## config.mk

```make
export PLATFORM = sky130hd
export DESIGN_NAME = dhs_serial_port
export DESIGN_NICKNAME = d
export VERILOG_FILES = /design/src/rtl/dhs_pkg.sv /design/src/rtl/dhs_serial_port.sv
export SDC_FILE = /design/constraint.sdc
export NUM_CORES = 1
export LEC_CHECK = 0
export ABC_AREA = 1
export BUFFER_PORTS_ARGS = -buffer_cell sky130_fd_sc_hd__clkbuf_2
export CAP_MARGIN = 20
export CORE_MARGIN = 4
export CORE_UTILIZATION = 60
export CTS_CLUSTER_DIAMETER = 30
export DETAILED_ROUTE_END_ITERATION = 16
export PLACE_DENSITY = 0.76
export SKIP_LAST_GASP = 1
export SLEW_MARGIN = 20
export SYNTH_ARGS = -nofsm -noshare
export SYNTH_HDL_FRONTEND = slang
export SYNTH_SLANG_ARGS = --single-unit
export TNS_END_PERCENT = 50
```

## constraint.sdc

```tcl
create_clock -name clk_sys -period 7.7 [get_ports clk_sys]
set_input_delay 0.77 -clock clk_sys [delete_from_list [all_inputs] [get_ports clk_sys]]
set_output_delay 0.77 -clock clk_sys [all_outputs]
set_load 0.01 [all_outputs]
```

## src/rtl/dhs_pkg.sv

```systemverilog
`default_nettype none
package dhs_pkg;
  // ------------------------------------------------------------
  // word layout
  // ------------------------------------------------------------
  localparam int WORD_W        = 16;
  localparam int SEL_POS       = 11;
  localparam int ADDR_RST_POS  = 9;
  localparam int DESC_BYTES    = 57;
  localparam int DESC_BITS     = 456;
  localparam int PTR_W         = 6;
  localparam logic [WORD_W-1:0] ZERO_MASK = 16'hf500;
  // ------------------------------------------------------------
  // descriptor field offsets
  // ------------------------------------------------------------
  localparam int OFS_VENDOR_ID  = 0;
  localparam int OFS_PRODUCT_ID = 2;
  localparam int OFS_PROD_STR   = 4;
  localparam int OFS_VEND_STR   = 20;
  localparam int OFS_POWER_ATTR = 52;
  localparam int OFS_MAX_POWER  = 53;
  localparam int OFS_AUX_USAGE  = 54;
  localparam logic [7:0] HID_RESET = 8'h00;
  localparam logic [7:0] DESC_RESET = 8'h00;

  typedef enum logic [1:0] {
    DHS_STATUS     = 2'b00,
    DHS_STATUS_RST = 2'b01,
    DHS_DATA       = 2'b10,
    DHS_RESERVED   = 2'b11
  } dhs_cmd_t;

  typedef struct packed {
    logic mute;
    logic vol_up;
    logic vol_down;
    logic next_track;
    logic prev_track;
    logic stop;
    logic play_pause;
    logic ext_cmd;
  } dhs_hid_t;
endpackage : dhs_pkg
`default_nettype wire

```

## src/rtl/dhs_serial_port.sv

```systemverilog
// Behaviour
// - Word bit 11 selects whether the low byte is status or a descriptor byte.
// - A status word drives the eight active-high status outputs, bit 7 mute down to bit 0 extended.
// - A data word stores its byte, D0 as lsb, at the next descriptor position.
// - An address-reset word clears the descriptor byte counter for a fresh image.
// - Codes 00 status, 01 status plus counter reset, 10 data, 11 reserved.
// - The image is 57 bytes: ids, product string, vendor string, power, aux usage.
// - Strings are kept as one-byte characters, widened on the way out.
`default_nettype none
module dhs_serial_port #(
  parameter int DEPTH = dhs_pkg::DESC_BYTES
) (
  // system
  input  wire logic            clk_sys,
  input  wire logic            rst,
  // link pins
  input  wire logic            program_shift_clock,
  input  wire logic            program_select,
  input  wire logic            program_data_in,
  // descriptor read port for the usb engine
  input  wire logic [5:0]      desc_rd_addr,
  output logic      [7:0]      desc_rd_data,
  // status toward the usb engine
  output dhs_pkg::dhs_hid_t    hid_status,
  output logic                 desc_done,
  output logic      [5:0]      desc_count,
  output logic                 word_seen,
  output logic      [15:0]     last_word
);
  // ------------------------------------------------------------
  // helpers
  // ------------------------------------------------------------
  // d0 travels first, so each byte lands mirrored in the word
  function automatic logic [7:0] bit_rev(input logic [7:0] v);
    for (int i = 0; i < 8; i++) begin
      bit_rev[i] = v[7-i];
    end
  endfunction

  // ------------------------------------------------------------
  // pin synchronisers
  // ------------------------------------------------------------
  logic [1:0] sck_sync_ff;
  logic [1:0] sel_sync_ff;
  logic [1:0] din_sync_ff;
  logic       sck_d_ff;
  logic       sel_d_ff;

  // shift clock parks low, so a low reset value gives no false rise
  always_ff @(posedge clk_sys or posedge rst) begin
    if (rst) begin
      sck_sync_ff <= 2'h0;
      sck_d_ff    <= 1'b0;
    end else begin
      sck_sync_ff <= {sck_sync_ff[0], program_shift_clock};
      sck_d_ff    <= sck_sync_ff[1];
    end
  end

  // select idles high; reset high so no frame end is seen after reset
  always_ff @(posedge clk_sys or posedge rst) begin
    if (rst) begin
      sel_sync_ff <= 2'h3;
      sel_d_ff    <= 1'b1;
    end else begin
      sel_sync_ff <= {sel_sync_ff[0], program_select};
      sel_d_ff    <= sel_sync_ff[1];
    end
  end

  // data passes as many stages as the clock, so it stays aligned with its edge
  always_ff @(posedge clk_sys or posedge rst) begin
    if (rst) begin
      din_sync_ff <= 2'h0;
    end else begin
      din_sync_ff <= {din_sync_ff[0], program_data_in};
    end
  end

  logic sck_rise;
  logic sel_rise;
  logic sel_low;
  assign sck_rise = sck_sync_ff[1] & ~sck_d_ff;
  assign sel_rise = sel_sync_ff[1] & ~sel_d_ff;
  assign sel_low  = ~sel_sync_ff[1];

  // ------------------------------------------------------------
  // shifter
  // ------------------------------------------------------------
  logic [15:0] shift_ff;
  logic [4:0]  nbits_ff;

  always_ff @(posedge clk_sys or posedge rst) begin
    if (rst) begin
      shift_ff <= 16'h0000;
    end else if (!sel_d_ff && sck_rise && sel_low) begin
      shift_ff <= {shift_ff[14:0], din_sync_ff[1]};
    end
  end

  // count saturates at sixteen: extra bits keep only the last sixteen
  always_ff @(posedge clk_sys or posedge rst) begin
    if (rst) begin
      nbits_ff <= 5'h00;
    end else if (sel_d_ff) begin
      nbits_ff <= 5'h00;
    end else if (sck_rise && sel_low && (nbits_ff != 5'h10)) begin
      nbits_ff <= nbits_ff + 5'h01;
    end
  end

  // ------------------------------------------------------------
  // word decode
  // ------------------------------------------------------------
  // a short frame is dropped at the select rise
  logic              word_ok;
  dhs_pkg::dhs_cmd_t cmd;
  logic [7:0]        low_byte;
  logic              status_take;
  logic              addr_clear;
  logic              data_take;
  logic              done_ff;

  assign word_ok  = sel_rise && (nbits_ff == 5'h10);
  assign cmd      = dhs_pkg::dhs_cmd_t'({shift_ff[dhs_pkg::SEL_POS],
                                         shift_ff[dhs_pkg::ADDR_RST_POS]});
  assign low_byte = bit_rev(shift_ff[7:0]);

  always_comb begin
    status_take = 1'b0;
    addr_clear  = 1'b0;
    data_take   = 1'b0;
    if (word_ok) begin
      case (cmd)
        dhs_pkg::DHS_STATUS: begin
          status_take = 1'b1;
        end
        dhs_pkg::DHS_STATUS_RST: begin
          status_take = 1'b1;
          addr_clear  = 1'b1;
        end
        dhs_pkg::DHS_DATA: begin
          // bytes past a full image are dropped until the next address reset
          data_take = !done_ff;
        end
        default: begin
          status_take = 1'b0;
        end
      endcase
    end
  end

  // ------------------------------------------------------------
  // status bits
  // ------------------------------------------------------------
  dhs_pkg::dhs_hid_t hid_ff;

  always_ff @(posedge clk_sys or posedge rst) begin
    if (rst) begin
      hid_ff <= dhs_pkg::dhs_hid_t'(dhs_pkg::HID_RESET);
    end else if (status_take) begin
      hid_ff <= dhs_pkg::dhs_hid_t'(low_byte);
    end
  end

  assign hid_status = hid_ff;

  // ------------------------------------------------------------
  // descriptor store
  // ------------------------------------------------------------
  logic [7:0] desc_mem [DEPTH];
  logic [5:0] ptr_ff;

  // pointer stops on the last byte; the done flag marks a full image
  always_ff @(posedge clk_sys or posedge rst) begin
    if (rst) begin
      ptr_ff <= 6'h00;
    end else if (addr_clear) begin
      ptr_ff <= 6'h00;
    end else if (data_take && (ptr_ff != 6'(DEPTH - 1))) begin
      ptr_ff <= ptr_ff + 6'h01;
    end
  end

  always_ff @(posedge clk_sys or posedge rst) begin
    if (rst) begin
      done_ff <= 1'b0;
    end else if (addr_clear) begin
      done_ff <= 1'b0;
    end else if (data_take && (ptr_ff == 6'(DEPTH - 1))) begin
      done_ff <= 1'b1;
    end
  end

  // no reset on the store: contents are only trusted once done
  // strings kept one byte a character; widening happens in the usb engine
  always_ff @(posedge clk_sys) begin
    if (data_take) begin
      desc_mem[ptr_ff] <= low_byte;
    end
  end

  // ------------------------------------------------------------
  // output registers
  // ------------------------------------------------------------
  logic [7:0]  rd_data_ff;
  logic [5:0]  count_ff;
  logic        seen_ff;
  logic [15:0] last_ff;

  always_ff @(posedge clk_sys or posedge rst) begin
    if (rst) begin
      rd_data_ff <= dhs_pkg::DESC_RESET;
    end else begin
      rd_data_ff <= (desc_rd_addr < 6'(DEPTH)) ? desc_mem[desc_rd_addr] : 8'h00;
    end
  end

  // count lags the done flag by one cycle
  always_ff @(posedge clk_sys or posedge rst) begin
    if (rst) begin
      count_ff <= 6'h00;
    end else begin
      count_ff <= done_ff ? 6'(DEPTH) : ptr_ff;
    end
  end

  always_ff @(posedge clk_sys or posedge rst) begin
    if (rst) begin
      seen_ff <= 1'b0;
    end else begin
      seen_ff <= word_ok;
    end
  end

  always_ff @(posedge clk_sys or posedge rst) begin
    if (rst) begin
      last_ff <= 16'h0000;
    end else if (word_ok) begin
      last_ff <= shift_ff & ~dhs_pkg::ZERO_MASK;
    end
  end

  assign desc_rd_data = rd_data_ff;
  assign desc_count   = count_ff;
  assign desc_done    = done_ff;
  assign word_seen    = seen_ff;
  assign last_word    = last_ff;
endmodule // dhs_serial_port
`default_nettype wire

```

Yosys cells after proc, flatten, opt, wreduce, memory -nomap -nowiden
Memory sizes are Yosys's and may differ from the RTL's.
Index checks and enable logic that the tools add are counted.
{ "classes": {"add_sub_neg": 2, "order_cmp": 1, "n_eq_ne": 6, "mux": 16, "n_bitwise": 5, "n_reduce_logical": 14} }
{ "op_table": {"columns": ["operator", "n"], "rows": [
  ["6-bit two-way mux", 3],
  ["1-bit two-way mux", 10],
  ["5-bit two-way mux", 2],
  ["8-bit two-way mux", 1],
  ["1-bit logical AND", 7],
  ["6-bit by 1-bit adder with 6-bit output, second input constant", 1],
  ["6-bit == test, second input constant", 1],
  ["6-bit < comparator, second input constant", 1],
  ["6-bit != test, second input constant", 1],
  ["2-bit nonzero test", 3],
  ["5-bit by 1-bit adder with 5-bit output, second input constant", 1],
  ["5-bit == test, second input constant", 1],
  ["5-bit != test, second input constant", 1],
  ["1-bit NOT", 3],
  ["1-bit AND", 2],
  ["2-bit by 1-bit == test with 1-bit output, second input constant", 1],
  ["2-bit == test, second input constant", 1],
  ["1-bit logical NOT", 2],
  ["2-bit logical NOT", 1],
  ["2-bit OR reduction", 1]
]} }
{ "word_totals": {"reg_bits": 65, "mem_bits_rw": 456, "in_bits": 11, "output_inout_bits": 40, "elab_cells": 66, "mem_count": 1} }
{ "mem_list": {"columns": ["name", "words", "word_bits", "read_ports", "rd_ports_with_merged_regs", "wr", "line_no", "source"], "rows": [
  ["desc_mem", 57, 8, 1, 0, 1, "dhs_serial_port.sv:171", "logic [7:0] desc_mem [DEPTH];"]
]} }

Logic depth before layout (Yosys ltp)
Gate-level depths: netlist of the first run.
{ "depth": {"depth_word": 7, "mapped_depth": 15, "depth_no_buf": 13} }

Worst setup path after synthesis of the first run
OpenSTA, ideal clock, no wires.
{ "synth_path": {"path_type": "register to register", "startpoint": "reg nbits_ff[0]", "endpoint": "mem desc_mem[56][0], enable pin", "setup_time_ns": 0.383, "arrival_ns": 2.088, "required_time_ns": 7.317, "path_slack_ns": 5.229, "stages_incl_launch_ff": 10, "path_buffers": 1, "synth_period_minus_slack_ns": 2.471, "path_cell_list": "dfrtp_1 -> inv_1 -> ha_1 -> nand2_1 -> nor3_1 -> nand2_1 -> nor3_2 -> buf_4 -> nand2_1 -> nor3_1"} }
{ "synth_between": {"elab_chain_cells": 5} }
{ "synth_rtl": {"columns": ["item", "line_no", "source"], "rows": [
  ["start, declared", "dhs_serial_port.sv:91", "logic [4:0] nbits_ff;"],
  ["start signal, assigned", "dhs_serial_port.sv:108", "nbits_ff <= nbits_ff + 5'h01;"],
  ["5-bit == test", "dhs_serial_port.sv:124", "assign word_ok = sel_rise && (nbits_ff == 5'h10);"],
  ["1-bit logical AND", "dhs_serial_port.sv:124", null],
  ["1-bit two-way mux", "dhs_serial_port.sv:133", "if (word_ok) begin"],
  ["1-bit two-way mux", "dhs_serial_port.sv:198", "if (data_take) begin"],
  ["1-bit two-way mux (not written as such)", "dhs_serial_port.sv:199", "desc_mem[ptr_ff] <= low_byte;"],
  ["end, declared", "dhs_serial_port.sv:171", null]
]} }
Every way passes these cells.

Final worst setup path of the first run
{ "layout_path": {"startpoint": "reg nbits_ff[0]", "endpoint": "mem desc_mem[0][5], enable pin"} }
The elaborated chain is that of the path after synthesis.

==> results of run 1 <==
final timing paths:
check | startpoint | depth (start not counted) | end
setup / recovery | nbits_ff[0] | 8 | desc_mem[0][5]
hold / removal | program_select | 1 | sel_sync_ff[0]
setup reg to reg | nbits_ff[0] | 8 | desc_mem[0][5]
hold reg to reg | sck_sync_ff[0] | 0 | sck_sync_ff[1]
max in group asynchronous | rst | 3 | shift_ff[7]
min in group asynchronous | rst | 3 | desc_count[2]
power by group through the flow:
stage | Combinational, mW | Sequential [mW] | Clock (mW)
after floorplan | 0.193 | 3.33 | 0
after global placement | 0.401 | 3.30 | 0
after detailed placement | 0.407 | 3.30 | 0
after CTS | 0.412 | 3.24 | 4.17
after global routing | 0.454 | 3.24 | 4.31
final | 0.418 | 3.24 | 4.14
registers in the layout, indices dropped and copies added (netlist names), 2 cells and up:
register      cells
desc_count        6
desc_mem        456
desc_rd_data      8
din_sync_ff       2
hid_status        8
last_word        10
nbits_ff          5
ptr_ff            6
sck_sync_ff       2
sel_sync_ff       2
shift_ff         12
final cells by class:
class,count,area (um^2)
fillers,2346,10300
diodes,1,2.50
clock buffers,98,2380
repair buffers,59,345
flip-flops and latches,521,15300
well taps,461,577
clock inverters,71,840
inverters,187,704
multi-input cells,1228,5190
cells in the final DEF, fill, tap and decap left out, drive strengths merged:
| cell type | n |
|---|---|
| nand2 | 528 |
| edfxtp | 456 |
| nor2 | 306 |
| inv | 201 |
| nand3 | 172 |
| clkbuf | 140 |
| o21ai | 135 |
| dfrtp | 62 |
| a21oi | 50 |
| clkinv | 41 |
| buf | 17 |
| nor3 | 12 |
| bufinv | 11 |
| conb | 6 |
| o211ai | 5 |
| clkinvlp | 5 |
| ha | 4 |
| xor2 | 3 |
| dfstp | 3 |
| nand4 | 2 |
| diode | 1 |
| and3 | 1 |
| nor4 | 1 |
| nor3b | 1 |
| a211oi | 1 |
| a2111oi | 1 |
synth_stat cells:
cell	instances	area share, %
nand2_1	528	9.1
o21ai_0	122	2.8
inv_1	176	3.0
edfxtp_1	456	63
a2111oi_0	1	0.040
o211ai_1	5	0.17
nor3_2	1	0.046
buf_6	1	0.052
dfrtp_1	62	7.1
nand3_2	1	0.046
a21oi_1	50	1.2
inv_2	2	0.035
ha_1	4	0.23
nand3_1	171	3.9
nor3_1	11	0.25
dfstp_2	3	0.36
a211oi_1	1	0.035
clkbuf_1	29	0.50
buf_4	13	0.45
nand4_2	1	0.058
buf_2	52	1.2
nor2_1	305	5.3
nand4_1	1	0.029
nor3b_1	1	0.035
clkinv_1	9	0.16
nor4_1	1	0.029
and3_1	1	0.029
o21ai_1	13	0.30
conb_1	1	0.017
xor2_1	3	0.12
buf_1	11	0.19
nor2_2	1	0.029
cell families (layout without fill, tap and decap cells):
group / Yosys count / after routing / synth area share, %
xor+xnor: 3 / 3 / 0.121
other cells: 1 / 7 / 0.0173
fa+ha+maj: 4 / 4 / 0.231
compound gates: 192 / 192 / 4.51
buf+inv: 293 / 415 / 5.63
simple gates: 1023 / 1023 / 18.9
flops: 521 / 521 / 70.6
worst reg2reg max path: stages (launching register included):
cell and delay [ps]:
dfrtp_1 390, inv_1 80, ha_1 140, nand2_1 50, nor3_1 180, nand2_1 480
nor3_2 790, nand2_1 590, nor2_1 820
layer usage:
layer / GRT usage [%] / share of wire (%) / vias up
li1: - / - / 6889
met1: 37.5 / 38 / 7215
met2: 44.2 / 48 / 866
met3: 5.05 / 9.7 / 174
met4: 13.3 / 4.5 / 4
met5: 0 / 0.063 / -
through the flow:
| step | cell area (um^2) | total power, mW | instances | hold WS [ps] | utilization [%] |
|---|---|---|---|---|---|
| after floorplan | 21700 | 3.52 | 2042 | 331 | - |
| after global placement | 22100 | 3.70 | 2456 | 336 | 62.1 |
| after detailed placement | 22100 | 3.71 | 2456 | 338 | 62.1 |
| after CTS | 25400 | 7.82 | 2625 | 230 | 71.1 |
| after global routing | 25400 | 8.01 | 2625 | 245 | 71.1 |
| final | 25400 | 7.81 | 2626 | 251 | 71.1 |
==> out/results.txt, run 1 <==
Status = completed
Ports = 51
Clk pin slew, worst setup/hold paths = 50 ps
Number of distinct library cells after synthesis = 32
Net Sw Frac = 23.8%
Setup Viol. Count Final = 0
FMAX = 0.256 GHz
Routed vias = 15100
DR iter-0 viols = 2078
IO Port Bufs = 44
Internal power = 5.95 mW
Worst Path Required = 7910 ps
Area grow syn2layout = 16.9%
Worst-path cell chain = inv_1 -> ha_1 -> nand2_1 -> nor3_1 -> nand2_1 -> nor3_2 -> nand2_1 -> nor2_1
Crit-path most repeated cell = nand2_1
Clk_skew = 23.8 ps
Residual DRC = 0
P per Cell Area = 308 mW/mm^2
Tcrit/Tclk final = 50.7%
Gr ovfl total = 0
CP startpoint kind = register
Worst-skew pair later-pin latency = 610 ps
Slowest cell on crit path = nor2_1
Critical Path End Type = register
Die X = 198 um
Worst-Margin Slew = 1120 ps
Clock Sinks = 521
Syn_area_per_cell = 10.7 um^2
First-pass GRT wire length = 83300 um
Routability congestion estimate from global placement = 0.897
Min Tclk post-route = 3900 ps
Psw = 1.86 mW
Number of H-tree levels = 3
Synth warnings = 0
Num CTS Buffers = 90
Core Area = 0.0357 mm^2
Netlist Area Pre-Place = 0.0217 mm^2
Lkg Pwr = 10.3 nW
Detailed Route WL = 53800 um
Vias in the first global route = 15000
CTS tree = built
Logic pwr share = 5.4%
WP buf/inv = 1
Normalized max-slew margin = 25.4%
Initial antenna violation count = 2
Synthesis-stage register bit count = 521
Max IR drop VDD = 0.207 mV
Largest net degree at the start of global routing = 112
R2r setup slk = 3800 ps
Post-DRT Antenna Nets = 0
Drt via density = 5.77
CP max FO = 24
Final layout net count = 2102
Postcts setup bufs = 0
Sum Neg Setup Slack = 0 ps
Drt wl/cell = 20.5 um
Clock root buffer master = clkbuf_16
WP data arrival = 4110 ps
Cts hold-fix bufs = 0
Initial Util = 60.9%
Critical path's top delay family = simple AND/OR/NAND/NOR gates
Kind of critical path = reg -> reg
Setup WS pre-CTS = 3810 ps
Sequential power share = 41.6%
Maxcap violations = 0
Layout cells sized above 1 = 11.1%
# rows = 69
Final Slew Violations = 0
Clock Power Share = 53.1%
Max incr delay on CP = 820 ps
PnR worst setup slack = 3800 ps
Die footprint = 0.0393 mm^2
Hold Crit Class = in -> reg
Syn Inst Count = 2037
Drt pass-1 iters = 6
Final Hold Viols = 0
RSZ-0062 raised after global routing = no
DIE HEIGHT = 198 um
Post-CTS Resized = 0
Clock buffer depth = 3
Tot GR Track Use = 27.7%
Post-DP HPWL = 29600 um
Sequential area share after synthesis = 70.6%
(Power assumes the default switching activity.)
==> run 2, diff against run 1 <==
CORE_UTILIZATION = 56   (was 60)
PLACE_DENSITY = 0.74   (was 0.76)
clock period = 3.55 ns   (was 7.7 ns; I/O delays follow)
==> out/results.txt, run 2 (same netlist as run 1, synthesis figures left out) <==
Status = completed
Tot GR Track Use = 25.6% (-2.2 points)
# fillers = 2686 (+14%)
R2R cell count = 8 (unchanged)
FF-to-FF Start = nbits_ff[1]
Area grow syn2layout = 18.3%
# rows = 71 (+2.9%)
Hold Crit Class = in -> reg
Routing usage on met2 = 40.7% (-3.5 points)
Net Sw Frac = 23.4% (-0.39 points)
Worst Hold Margin = 186 ps (-64.2 ps)
WP data arrival = 3090 ps (-1020 ps)
N_diodes = 0 (-1)
Layout cells sized above 1 = 12.1% (+0.95 points)
Postcts setup bufs = 0 (unchanged)
Internal power = 12.7 mW (+110%)
Max IR drop VDD = 0.537 mV (+160%)
Min Tclk post-route = 2860 ps (-1040 ps)
Met1 Use GR = 35.0% (-2.5 points)
Normalized max-slew margin = 30.2% (+4.8 points)
Maxcap violations = 0 (unchanged)
Setup Viol. Count Final = 0 (unchanged)
Worst Path Required = 3770 ps (-4140 ps)
Detailed Route WL = 52500 um (-2.4%)
Drt wl/cell = 19.4 um (-5.4%)
Critical Path End Type = register
Vias in the first global route = 14800 (-0.73%)
Register area = 0.0153 mm^2 (about the same)
P per Cell Area = 648 mW/mm^2 (+110%)
Largest net degree at the start of global routing = 146 (+30%)
Tcrit/Tclk final = 80.7% (+30 points)
Placed Cells = 2533 (+3.1%)
Final Hold Viols = 0 (unchanged)
IO Port Bufs = 44 (unchanged)
Num CTS Buffers = 92 (+2.2%)
Worst-path cell chain = inv_1 -> ha_1 -> nand2_1 -> nor3_1 -> nand2_1 -> nor4_1 -> inv_1 -> nor2_1
Area used by multi-input combinational logic = 0.00518 mm^2 (about the same)
Clock buffer depth = 3 (unchanged)
DIE HEIGHT = 205 um (+3.4%)
RSZ-0062 raised after global routing = no
Initial antenna violation count = 1 (-1)
Ports = 51 (unchanged)
Slowest cell on crit path = nor2_1
Register bank with the most flops = desc_mem
Clock root buffer master = clkbuf_16
FMAX = 0.349 GHz (+36%)
Final layout net count = 2135 (+1.6%)
Drt pass-1 iters = 6 (unchanged)
Residual DRC = 0 (unchanged)
Non-Filler Instances = 2711 (+3.2%)
Routability congestion estimate from global placement = 0.906 (+1.1%)
Reg-to-Reg End = desc_mem[31][7]
Die footprint = 0.0420 mm^2 (+6.8%)
Clk pin slew, worst setup/hold paths = 60 ps (about the same)
Crit path to = desc_mem[31][7]
Max incr delay on CP = 700 ps (-120 ps)
Clock Sinks = 521 (unchanged)
Post-route cell area = 0.0257 mm^2 (+1.2%)
Most frequent cells in the layout = nand2_1, edfxtp_1, nor2_1
Clk_skew = 19.8 ps (-3.97 ps)
PnR worst setup slack = 687 ps (-3110 ps)
CP startpoint = nbits_ff[1]
First-pass GRT wire length = 82400 um (-1.2%)
Logic pwr share = 4.4% (-1.0 points)
Cell count along the critical path = 8 (unchanged)
Setup WS pre-CTS = 704 ps (-3110 ps)
Psw = 3.90 mW (+110%)
Post-DRT Antenna Nets = 0 (unchanged)
CP max FO = 8 (-67%)
Layout Utilization = 67.7% (-3.4 points)
WP buf/inv = 2 (+1)
Final Slew Violations = 0 (unchanged)
Worst-skew pair later-pin latency = 600 ps (about the same)
Lkg Pwr = 10.4 nW (+1.2%)
Commonest non-fill, non-tap cell in the layout = nand2_1
Sequential power share = 43.4% (+1.8 points)
Core Area = 0.0379 mm^2 (+6.4%)
Busiest layer in global routing = met2
Dpl cell area = 0.0225 mm^2 (+1.5%)
Post-DP HPWL = 31800 um (+7.5%)
CP startpoint kind = register
Number of H-tree levels = 3 (unchanged)
Sum Neg Setup Slack = 0 ps (unchanged)
DR iter-0 viols = 1605 (-23%)
Kind of critical path = reg -> reg
Routed vias = 15000 (-0.97%)
R2r setup slk = 690 ps (-3110 ps)
Worst-Margin Slew = 1050 ps (-72.4 ps)
M3 GR Usage = 4.97% (-0.083 points)
Post-CTS Resized = 0 (unchanged)
CTS tree = built
Drt via density = 5.53 (-4.1%)
Total power = 16.7 mW (+110%)
Max reg flops = 456 (unchanged)
Clock Power Share = 52.2% (-0.9 points)
Gr ovfl total = 0 (unchanged)
Die X = 205 um (+3.4%)
Critical path's top delay family = simple AND/OR/NAND/NOR gates
Initial Util = 57.2% (-3.7 points)
-- run 2: worst min-delay path by stage --
stage | start | cells past startpoint | to
floorplan | din_sync_ff[0] | 0 | din_sync_ff[1]
global placement | sck_sync_ff[0] | 0 | sck_sync_ff[1]
detailed placement | din_sync_ff[0] | 0 | din_sync_ff[1]
CTS | desc_rd_addr[5] | 3 | desc_rd_data[6]
global route | desc_rd_addr[5] | 3 | desc_rd_data[6]
finish | desc_rd_addr[5] | 3 | desc_rd_data[6]
-- run 2: routing by layer --
layer	share of wire, %	routed length [um]
met5	0.027	14
met4	3.7	1930
met3	8.8	4640
met2	47	24900
met1	40	21000
-- run 2: area by class of cell --
| class | instances | area share [%] |
|---|---|---|
| sequential | 521 | 59.7 |
| tap | 511 | 2.49 |
| multi-input combinational | 1228 | 20.2 |
| clock buffer | 103 | 9.62 |
| timing repair buffer | 90 | 2.52 |
| inverter | 187 | 2.74 |
| clock inverter | 71 | 2.73 |
-- run 2: timing repair --
action,4_1_cts,5_1_grt
setup endpoints to repair,0,0
hold buffers,4,0
endpoints found under the hold margin,39,0
-- run 2: worst reg2reg max path, delay by kind of cell, from the launching register on --
kind | cells | cell delay, ps
adders and majority gates | 1 | 140
buffers and inverters | 2 | 430
DFF | 1 | 390
and+or+nand+nor | 5 | 1530
-- run 2: power groups by stage --
stage | sequential (mW) | clock, mW | combinational, mW
after floorplan | 7.22 | 0 | 0.418
after CTS | 7.23 | 8.78 | 0.730
after global placement | 7.34 | 0 | 0.704
final | 7.23 | 8.69 | 0.735
after global routing | 7.24 | 9.16 | 0.811
after detailed placement | 7.35 | 0 | 0.719
